[config.mk]
export PLATFORM = sky130hd
export DESIGN_NAME = ucmo_cache_op
export DESIGN_NICKNAME = d
export VERILOG_FILES = /design/src/ucmo_pkg.sv /design/src/ucmo_cache_op.sv
export SDC_FILE = /design/constraint.sdc
export NUM_CORES = 1
export LEC_CHECK = 0
export BUFFER_PORTS_ARGS = -buffer_cell sky130_fd_sc_hd__buf_4
export CAP_MARGIN = 10
export CORE_ASPECT_RATIO = 1.2
export CORE_MARGIN = 4
export CORE_UTILIZATION = 48
export CTS_CLUSTER_DIAMETER = 50
export CTS_CLUSTER_SIZE = 12
export DETAILED_ROUTE_END_ITERATION = 12
export GPL_TIMING_DRIVEN = 0
export PLACE_DENSITY_LB_ADDON = 0.25
export SYNTH_ARGS = -nofsm -noshare
export SYNTH_HDL_FRONTEND = slang
export SYNTH_SLANG_ARGS = --single-unit
[constraint.sdc]
create_clock -name clk -period 5.3 [get_ports clk]
set_input_delay 0.265 -clock clk [delete_from_list [all_inputs] [get_ports clk]]
set_output_delay 0.265 -clock clk [all_outputs]
set_load 0.05 [all_outputs]
[src/ucmo_pkg.sv]
package ucmo_pkg;

  localparam int ADDR_W = 32;
  localparam int OFS_W = 9;

  // Cache select codes from the instruction word
  localparam logic [1:0] CSEL_I = 2'h0;
  localparam logic [1:0] CSEL_D = 2'h1;
  localparam logic [1:0] CSEL_T = 2'h2;
  localparam logic [1:0] CSEL_S = 2'h3;

  // Operation codes
  localparam logic [2:0] OP_IDX_INV = 3'h0;
  localparam logic [2:0] OP_LD_TAG = 3'h1;
  localparam logic [2:0] OP_ST_TAG = 3'h2;

  localparam logic [1:0] RST_SYNC_INIT = 2'h0;

  typedef enum logic [1:0] {
    SEG_KERNEL_ONLY = 2'h0,
    UNMAPPED_USER_SEGMENT_MODE = 2'h1,
    MAPPED_USER_SUPERVISOR_SEGMENT_MODE = 2'h2,
    MAPPED_USER_KERNEL_SEGMENT_MODE = 2'h3
  } ucmo_seg_type;

  typedef enum logic [3:0] {
    EXC_NONE = 4'h0,
    EXC_TRANS_REFILL = 4'h1,
    EXC_TRANS_INVALID = 4'h2,
    EXC_COP_UNUSABLE = 4'h3,
    EXC_RESERVED_INSTR = 4'h4,
    EXC_ADDR_ERR = 4'h5,
    EXC_CACHE_ERR = 4'h6,
    EXC_BUS_ERR = 4'h7
  } ucmo_exc_type;

  typedef enum logic [1:0] {
    CMD_IDLE = 2'h0,
    CMD_READ_TAG = 2'h1,
    CMD_INVALIDATE = 2'h2,
    CMD_PASS_OP = 2'h3
  } ucmo_cmd_type;

  typedef enum logic [5:0] {
    ST_IDLE = 6'h01,
    ST_XLAT = 6'h02,
    ST_SETUP = 6'h04,
    ST_LOOK = 6'h08,
    ST_WB = 6'h10,
    ST_ISSUE = 6'h20
  } ucmo_state_type;

endpackage : ucmo_pkg

[src/ucmo_cache_op.sv]
`timescale 1ns/1ps
// Notes on behaviour
// Effective address: base plus sign-extended offset
// Bits 17:16 pick I, D, T, S
// Bits 20:18 pick the operation
// Virtual cache addressed by effective address
// Physical cache addressed by translated address
// Way and index split from address bits
// Direct-mapped cache ignores the way field
// Translation faults report load-type cause
// Never store-type, modified or inhibit faults
// Any alignment accepted, no alignment fault
// Writeback cache or bus error: cache error
// Bus transaction error may raise bus error
// Load/store tag never raise cache error
// Kernel region fault may raise address error
// Completion waits like a memory barrier
// Inclusive caches: inner level handled first
// Coherent attribute hit ops are broadcast
// All affected levels broadcast alike
// User-mapped segments translate via user mapping
// Exists only when config field is one
// Dirty line written back, then invalidated
// Software converts index to unmapped address
// Software follows writebacks with a barrier
// Coprocessor unusable outside user-accessible segments
// Unimplemented combinations need no defined result
// One exception; abort leaves caches untouched
module ucmo_cache_op
  import ucmo_pkg::*;
#(
  parameter bit INCLUSIVE = 1'b1,
  parameter bit ADDR_ERR_EN = 1'b1,
  parameter bit INDEX_USE_VADDR = 1'b1,
  parameter logic [3:0] VIRT_MASK = 4'h0,
  parameter logic [3:0] WB_MASK = 4'hE,
  parameter int WAY_W = 3,
  parameter int IDX_W = 14,
  parameter int OFF_BIT [4] = '{5, 5, 6, 6},
  parameter int IDX_BIT [4] = '{13, 13, 17, 18},
  parameter int WAY_BITS [4] = '{2, 2, 3, 3}
) (
  // Clock and reset
  input wire logic clk,
  input wire logic nrst,
  // Pipeline request
  input wire logic req_valid,
  output logic req_ready,
  input wire logic [2:0] req_op,
  input wire logic [1:0] req_cache,
  input wire logic [ADDR_W-1:0] req_base,
  input wire logic [OFS_W-1:0] req_offset,
  // Configuration
  input wire logic extended_vaddr_config_field,
  input wire logic system_control_coprocessor_en,
  // Completion
  output logic done,
  output logic exc_valid,
  output ucmo_exc_type exc_kind,
  output logic load_translation_cause,
  output logic load_address_error_cause,
  output logic store_translation_cause,
  // Translation unit
  output logic xlat_req,
  output logic xlat_user_map,
  output logic [ADDR_W-1:0] xlat_vaddr,
  input wire logic xlat_ack,
  input wire logic [ADDR_W-1:0] xlat_paddr,
  input wire logic xlat_refill,
  input wire logic xlat_invalid,
  input wire logic [1:0] xlat_seg_mode,
  input wire logic xlat_kernel_fault,
  input wire logic cacheability_attribute_coherent,
  // Cache arrays
  output logic cache_req,
  output ucmo_cmd_type cache_cmd,
  output logic [1:0] cache_sel,
  output logic [2:0] cache_op,
  output logic [WAY_W-1:0] cache_way,
  output logic [IDX_W-1:0] cache_index,
  output logic [ADDR_W-1:0] cache_addr,
  output logic cache_bcast,
  input wire logic cache_ack,
  input wire logic cache_err,
  input wire logic cache_bus_err,
  input wire logic cache_line_valid,
  input wire logic cache_line_dirty,
  input wire logic [ADDR_W-1:0] cache_tag_addr,
  // Writeback bus
  output logic wb_req,
  output logic [ADDR_W-1:0] wb_addr,
  input wire logic wb_ack,
  input wire logic wb_err
);

  typedef struct packed {
    ucmo_state_type state;
    logic [2:0] op;
    logic [1:0] tgt;
    logic [1:0] lvl;
    logic [ADDR_W-1:0] vaddr;
    logic [ADDR_W-1:0] paddr;
    logic [ADDR_W-1:0] addr;
    logic [ADDR_W-1:0] wb_addr;
    logic [WAY_W-1:0] way;
    logic [IDX_W-1:0] idx;
    logic bcast;
    logic done;
    ucmo_exc_type exc;
    logic ld_tr;
    logic ld_ae;
  } ucmo_regs_type;

  ucmo_regs_type st_q;
  ucmo_regs_type st_d;
  logic [1:0] rst_sync_q;
  logic rst_n;
  logic [ADDR_W-1:0] eff_addr;
  logic tag_op;

  // Bits [hi..lo] of an address, n bits wide; n of zero yields zero
  function automatic logic [ADDR_W-1:0] addr_field(
    input logic [ADDR_W-1:0] a,
    input int lo,
    input int n
  );
    addr_field = (a >> lo) & ~({ADDR_W{1'b1}} << n);
  endfunction : addr_field

  always_ff @(posedge clk or negedge nrst) begin
    if (!nrst) begin
      rst_sync_q <= RST_SYNC_INIT;
    end else begin
      rst_sync_q <= {rst_sync_q[0], 1'b1};
    end
  end
  assign rst_n = rst_sync_q[1];

  assign eff_addr = req_base +
    {{(ADDR_W-OFS_W){req_offset[OFS_W-1]}}, req_offset};
  // Diagnostic tag ops must not report cache errors
  assign tag_op = (st_q.op == OP_LD_TAG) || (st_q.op == OP_ST_TAG);

  always_comb begin
    logic [ADDR_W-1:0] a;
    logic [ADDR_W-1:0] fw;
    logic [ADDR_W-1:0] fi;
    a = '0;
    fw = '0;
    fi = '0;
    st_d = st_q;
    st_d.done = 1'b0;
    st_d.exc = EXC_NONE;
    st_d.ld_tr = 1'b0;
    st_d.ld_ae = 1'b0;
    case (st_q.state)
      ST_IDLE: begin
        if (req_valid) begin
          st_d.op = req_op;
          st_d.tgt = req_cache;
          // Inner level first when outer levels include it
          if (INCLUSIVE && (req_cache == CSEL_S || req_cache == CSEL_T)) begin
            st_d.lvl = CSEL_D;
          end else begin
            st_d.lvl = req_cache;
          end
          st_d.vaddr = eff_addr;
          if (!extended_vaddr_config_field) begin
            st_d.done = 1'b1;
            st_d.exc = EXC_RESERVED_INSTR;
          end else if (!system_control_coprocessor_en) begin
            st_d.done = 1'b1;
            st_d.exc = EXC_COP_UNUSABLE;
          end else begin
            st_d.state = ST_XLAT;
          end
        end
      end
      ST_XLAT: begin
        if (xlat_ack) begin
          st_d.paddr = xlat_paddr;
          // One decision for every level the op touches
          st_d.bcast = cacheability_attribute_coherent && st_q.op[2];
          st_d.state = ST_IDLE;
          st_d.done = 1'b1;
          // Priority keeps it to a single exception; no cache touched
          if (xlat_seg_mode == SEG_KERNEL_ONLY) begin
            st_d.exc = EXC_COP_UNUSABLE;
          end else if (ADDR_ERR_EN && xlat_kernel_fault) begin
            st_d.exc = EXC_ADDR_ERR;
            st_d.ld_ae = 1'b1;
          end else if (xlat_refill) begin
            st_d.exc = EXC_TRANS_REFILL;
            st_d.ld_tr = 1'b1;
          end else if (xlat_invalid) begin
            st_d.exc = EXC_TRANS_INVALID;
            st_d.ld_tr = 1'b1;
          end else begin
            st_d.state = ST_SETUP;
            st_d.done = 1'b0;
          end
        end
      end
      ST_SETUP: begin
        if (!st_q.op[2]) begin
          a = INDEX_USE_VADDR ? st_q.vaddr : st_q.paddr;
        end else if (VIRT_MASK[st_q.lvl]) begin
          a = st_q.vaddr;
        end else begin
          a = st_q.paddr;
        end
        fw = addr_field(a, IDX_BIT[st_q.lvl], WAY_BITS[st_q.lvl]);
        fi = addr_field(a, OFF_BIT[st_q.lvl],
          IDX_BIT[st_q.lvl] - OFF_BIT[st_q.lvl]);
        st_d.addr = a;
        st_d.way = fw[WAY_W-1:0];
        st_d.idx = fi[IDX_W-1:0];
        // Only write-back levels need the tag looked at first
        if (st_q.op == OP_IDX_INV && WB_MASK[st_q.lvl]) begin
          st_d.state = ST_LOOK;
        end else begin
          st_d.state = ST_ISSUE;
        end
      end
      ST_LOOK: begin
        if (cache_ack) begin
          if (cache_err) begin
            st_d.state = ST_IDLE;
            st_d.done = 1'b1;
            st_d.exc = EXC_CACHE_ERR;
          end else if (cache_line_valid && cache_line_dirty) begin
            st_d.wb_addr = cache_tag_addr;
            st_d.state = ST_WB;
          end else begin
            st_d.state = ST_ISSUE;
          end
        end
      end
      ST_WB: begin
        if (wb_ack) begin
          if (wb_err) begin
            st_d.state = ST_IDLE;
            st_d.done = 1'b1;
            st_d.exc = EXC_CACHE_ERR;
          end else begin
            st_d.state = ST_ISSUE;
          end
        end
      end
      ST_ISSUE: begin
        if (cache_ack) begin
          if (cache_bus_err) begin
            st_d.state = ST_IDLE;
            st_d.done = 1'b1;
            st_d.exc = EXC_BUS_ERR;
          end else if (cache_err && !tag_op) begin
            st_d.state = ST_IDLE;
            st_d.done = 1'b1;
            st_d.exc = EXC_CACHE_ERR;
          end else if (st_q.lvl == st_q.tgt) begin
            st_d.state = ST_IDLE;
            st_d.done = 1'b1;
          end else begin
            st_d.lvl = (st_q.lvl == CSEL_D) ? CSEL_S : CSEL_T;
            st_d.state = ST_SETUP;
          end
        end
      end
      default: begin
        st_d.state = ST_IDLE;
      end
    endcase
  end

  always_ff @(posedge clk or negedge rst_n) begin
    if (!rst_n) begin
      st_q <= '{state: ST_IDLE, exc: EXC_NONE, default: '0};
    end else begin
      st_q <= st_d;
    end
  end

  assign req_ready = (st_q.state == ST_IDLE);
  assign done = st_q.done;
  assign exc_valid = st_q.done && (st_q.exc != EXC_NONE);
  assign exc_kind = st_q.exc;
  assign load_translation_cause = st_q.ld_tr;
  assign load_address_error_cause = st_q.ld_ae;
  assign store_translation_cause = 1'b0;

  // User mapping asked for; the unit applies it to user-mapped kernel mode
  assign xlat_req = (st_q.state == ST_XLAT);
  assign xlat_user_map = (st_q.state == ST_XLAT);
  assign xlat_vaddr = st_q.vaddr;

  assign cache_req = (st_q.state == ST_LOOK) || (st_q.state == ST_ISSUE);
  always_comb begin
    cache_cmd = CMD_IDLE;
    if (st_q.state == ST_LOOK) begin
      cache_cmd = CMD_READ_TAG;
    end else if (st_q.state == ST_ISSUE) begin
      cache_cmd = (st_q.op == OP_IDX_INV) ? CMD_INVALIDATE : CMD_PASS_OP;
    end
  end
  assign cache_sel = st_q.lvl;
  assign cache_op = st_q.op;
  assign cache_way = st_q.way;
  assign cache_index = st_q.idx;
  assign cache_addr = st_q.addr;
  assign cache_bcast = st_q.bcast;

  assign wb_req = (st_q.state == ST_WB);
  assign wb_addr = st_q.wb_addr;
endmodule : ucmo_cache_op

==> Word-level counts from Yosys, hierarchy flattened <==
Index checks and enable logic that the tools add are counted.
{ "word_totals": {"regBits": 168, "input_bits": 129, "elab_cells": 141, "output_inout_bits": 135} }
{ "classes": {"n_lt_le_gt_ge": 2, "bitwise_logic": 6, "mux": 71, "eq_ne": 22, "shifts": 4, "addsub": 2, "reduce_logical": 18} }
{ "op_table": {"columns": ["op", "n"], "rows": [
  ["32-bit 2-to-1 mux", 9],
  ["32-bit binary-select mux with 2-bit select", 3],
  ["6-bit 2-to-1 mux", 12],
  ["45-bit 2-to-1 mux", 1],
  ["5-bit 2-to-1 mux", 9],
  ["6-bit case mux with 6 select lines", 1],
  ["32-bit adder", 1],
  ["32-bit by 32-bit left shift with 14-bit output (first input constant)", 1],
  ["32-bit by 32-bit left shift with 3-bit output (first input constant)", 1],
  ["32-bit by 32-bit right shift with 14-bit output", 1],
  ["32-bit by 32-bit right shift with 3-bit output", 1],
  ["32-bit subtractor", 1],
  ["3-bit 2-to-1 mux", 10],
  ["5-bit case mux with 5 select lines", 1],
  ["2-bit 2-to-1 mux", 9],
  ["14-bit bitwise AND", 1],
  ["14-bit inverter", 1],
  ["1-bit 2-to-1 mux", 12],
  ["2-bit != test (second input constant)", 6],
  ["2-bit by 1-bit != test with 1-bit output (second input constant)", 4],
  ["7-bit 2-to-1 mux", 1],
  ["7-bit AND reduction", 1],
  ["6-bit by 1-bit == test with 1-bit output (second input constant)", 1],
  ["6-bit by 2-bit == test with 1-bit output (second input constant)", 1],
  ["27 further kinds", 36]
]} }

==> Longest topological paths before layout <==
{ "logic_depth": {"ltp_word": 8, "depth_mapped": 10, "depth_no_buf": 10} }

==> Least setup slack after synthesis <==
No wires, ideal clock.
{ "synth_timing": {"kind": "flip-flop to flip-flop", "start": "register st_q[165] (netlist name)", "end": "register st_q (netlist bit xlat_vaddr[31])", "path_stages_with_launch": 10, "arrival_ns": 2.616, "required_time_ns": 5.176, "period_less_slack_ns": 2.740, "setup_ns": 0.124, "path_buffers": 2, "path_slack_ns": 2.560, "cell_sequence": "dfrtp_1 -> buf_2 -> or4_4 -> nor3b_2 -> nand2_1 -> clkbuf_1 -> nor2_1 -> o211ai_1 -> mux2i_1 -> a21oi_1"} }
{ "synth_between": {"elab_chain_len": 2} }
{ "synth_lines": {"columns": ["item", "line_no", "text"], "rows": [
  ["from (decl)", "ucmo_cache_op.sv:114", "ucmo_regs_type st_q;"],
  ["from (signal assigned)", "ucmo_cache_op.sv:279", "st_q <= st_d;"],
  ["6-bit by 1-bit == test with 1-bit output", null, null],
  ["net req_ready", "ucmo_cache_op.sv:48", "output logic req_ready,"],
  ["2-bit AND reduction (no line)", null, null]
]} }
The timed path passes the listed nets, and every way through them passes these cells.
A chain may end at the register's enable or synchronous reset.

==> metrics.txt <==
Peak supply drop=0.000305 V; area of the multi-input gates=0.00422 mm2; Setup WS post-layout=about 2.2 ns; Synth Instances=963; DR iter-0 viols=around 340; status=finished, final reports clean; Post-CTS Setup Inserts=0; Critical Path End Type=register; H-tree depth=4; Top Family by Delay on Critical Path=simple AND/OR/NAND/NOR gates; fillers=1,714; PD cells=between 400 and 500 mW/mm2; CTS-repair resized insts=0; Max Cap Viol=0; final hold viol count=0; drt first pass iters=5; Longest Clk Path Bufs=2; Internal=about 3.3 mW; IO Pins=264; # DRC=0; first-pass GRT wire length=slightly above 40,000 um; Leakage=around 6.5 nW; Num CTS Buffers=17; gr usage total=23.7%; Worst Hold Class=in2reg; core region area=0.0195 mm2; WP data arrival=3.42 ns; total power=5.41 mW; via/cell ratio=5.21; initial antenna violation count=0; TritonCTS sink count=around 170; Post-synth ARST share=100%; f_max=0.322 GHz; # hold bufs at CTS=1; Non-Filler Instances=approximately 1.5k; critical path type=reg2reg; Post-synth EDFFs=0; Crit path largest cell delay=0.52 ns; minimum clock period=just over 3 ns; buffers plus inverters on the worst setup path=3; Seq pwr share=around a third; Clock power frac=23.8%; design area=approximately 0.013 mm2; Layout area overhead=31.0%; GP Congestion=0.866; Die H=163 um; register area share after synthesis=43.7%; final WL=27,000 um; Place WS=2.22 ns; CTS clk-pin slew, worst paths=0.06 ns; worst skew pair latency=roughly 0.42 ns; CP most frequent cell=clkbuf_1; starting density of the core=about half; Final TNS setup=0 ns; Slowest cell on crit path=or4_4; crit share post-route=58.6%; sw frac=39.5%; Final Setup Violations=0; post-synth cell types=66; Reg2Reg Depth=7; total grt overflow=0; endpoint of the worst hold path=cache_op[0]$_DFFE_PN0P_; die extent in x=137 um; die area=0.0223 mm2; register area=0.00418 mm2; antenna diode count=0; Post-Syn Area per Cell=slightly below 10 um2; root buffer selected by CTS=clkbuf_16; Worst Max-Slew Pin Slew=0.851 ns; FF-to-FF Start=st_q[165]$_DFFE_PN0P_; placed cell count=1,487; layout cell share with drive strength beyond 1=41.1%; Post-Route Utilization=between 60% and 70%; Placed Area=between 0.01 and 0.015 mm2; Main synth FF type=dfrtp_1; capturing point of the worst reg2reg path=exc_kind[2]$_DFF_PN0_; flop-to-flop setup slack=between 2 and 2.5 ns; DR vias=7,924; synthesized area=0.00957 mm2; final hold slack=0.0363 ns; peak fanout along the critical path=10; drt wl/cell=17.8 um; pin count of the biggest net entering global routing=64; PortBufs=260; hold path start=req_op[0]; post-synthesis register bit count=167; count of pins over their slew limit=0; worst endpoint required time=5.62 ns; synth warn=0; post-DP HPWL=21,400 um; CTS tree=built; vias in the first global route=approximately 7.9k; RSZ-0062 raised after global routing=false; Comb power frac=about 43%; # rows=56; crit start category=register; P_sw=2.13 mW; WP depth=7; CP Cell Sequence=buf_2 > or4_4 > nor3b_2 > nand2_1 > clkbuf_1 > clkbuf_1 > o211ai_1; Worst Hold Depth=3; clock skew=about 0.0082 ns; Slew HR=43.3%; number of nets in the layout=1,407; antenna viol nets, final=0
routing by layer:
layer  track usage, %  share of wire, %  vias up
met5                0                 0        -
met2             42.3                51      269
li1                 -                 -     3824
met1             28.3                40     3784
met3             4.33               6.2       47
met4             8.62               2.7        0
flip-flops by register name, summed over array words and instances, names as in the netlist:
| name | count |
|---|---|
| cache_sel | 2 |
| exc_kind | 3 |
| cache_bcast | 1 |
| load_address_error_cause | 1 |
| cache_index | 14 |
| st_q | 40 |
| wb_addr | 32 |
| cache_op | 3 |
| done | 1 |
| load_translation_cause | 1 |
| cache_way | 3 |
| xlat_vaddr | 32 |
| rst_sync_q | 2 |
| cache_addr | 32 |
tightest hold or removal path, stage by stage:
cell     delay (ns)
buf_4          0.07
nand2_1        0.04
nand2_1        0.04
power by group through the flow:
stage               Sequential, mW  Combinational, mW  Clock [mW]
detailed placement            1.82               2.31           0
global route                  1.84               2.46        1.37
floorplan                     1.76               1.66           0
finish                        1.81               2.31        1.29
CTS                           1.80               2.33        1.31
global placement              1.83               2.26           0
cell families (layout without fill, tap and decap cells):
| group | after synthesis | in the layout | synth area share (%) |
|---|---|---|---|
| simple gates | 231 | 231 | 10.9 |
| compound gates | 210 | 210 | 13.1 |
| buf+inv | 181 | 476 | 12.2 |
| flops | 167 | 167 | 43.7 |
| mux | 111 | 111 | 13.1 |
| fa+ha+maj | 32 | 32 | 4.26 |
| xor+xnor | 29 | 29 | 2.66 |
| other cells | 2 | 3 | 0.0785 |
worst max-delay path by stage:
stage / startpoint / to / slack [ns]
after CTS: st_q[165]$_DFFE_PN0P_ / exc_kind[2]$_DFF_PN0_ / 2.22
after floorplan: rst_sync_q[1]$_DFF_PN0_ / cache_addr[0]$_DFFE_PN0P_ / 0.30
after detailed placement: req_offset[8] / xlat_vaddr[28]$_DFFE_PN0P_ / 2.22
after global routing: st_q[165]$_DFFE_PN0P_ / exc_kind[2]$_DFF_PN0_ / 2.13
after global placement: rst_sync_q[1]$_DFF_PN0_ / xlat_vaddr[10]$_DFFE_PN0P_ / -1.63
final: st_q[165]$_DFFE_PN0P_ / exc_kind[2]$_DFF_PN0_ / 2.19
cell type report:
| class | count | area share, % |
|---|---|---|
| Timing Repair Buffer | 263 | 16.1 |
| Multi-Input combinational cell | 616 | 33.7 |
| Tap cell | 261 | 2.61 |
| Clock buffer | 20 | 3.56 |
| Sequential cell | 167 | 33.4 |
| Buffer | 164 | 8.82 |
| Inverter | 17 | 0.519 |
| Clock inverter | 12 | 1.34 |
cell usage after synthesis (14+ instances only):
cell type	count	share of area, %
clkbuf_1	26	1.0
nor2_1	35	1.4
xnor2_1	15	1.4
o21ai_0	90	4.7
mux2_2	76	8.9
dfrtp_1	166	43
a21oi_1	44	2.3
xor2_1	14	1.3
ha_1	31	4.1
inv_1	16	0.63
mux2i_1	29	3.0
nand3_1	16	0.84
nand2_1	128	5.0
buf_4	124	9.7
placed cells by master, fill, tap and decap left out, types with 3 or more instances in the layout:
cell	netlist	final
clkbuf_16	0	17
xor2_1	14	14
buf_4	124	384
nand3_1	16	16
mux2i_1	29	29
nor3_1	8	8
nand2b_1	4	4
conb_1	2	3
o211ai_1	12	12
o21a_1	3	3
nor4_1	3	3
inv_1	16	16
o21bai_1	6	6
bufinv_16	0	3
mux2_4	4	4
a21oi_1	44	44
nor2b_1	5	5
nand2_1	128	128
dfrtp_1	166	165
o22ai_1	6	6
xnor2_1	15	15
o21ai_0	90	90
a21o_1	11	11
nor2_1	35	35
buf_1	5	5
clkbuf_1	26	28
buf_2	7	7
or3_1	3	3
mux2_2	76	76
and2_1	7	7
a211oi_1	4	4
ha_1	31	31
a31oi_1	7	7
o31ai_1	5	5
nand4_1	8	8
Power figures use the tool's default switching activity.
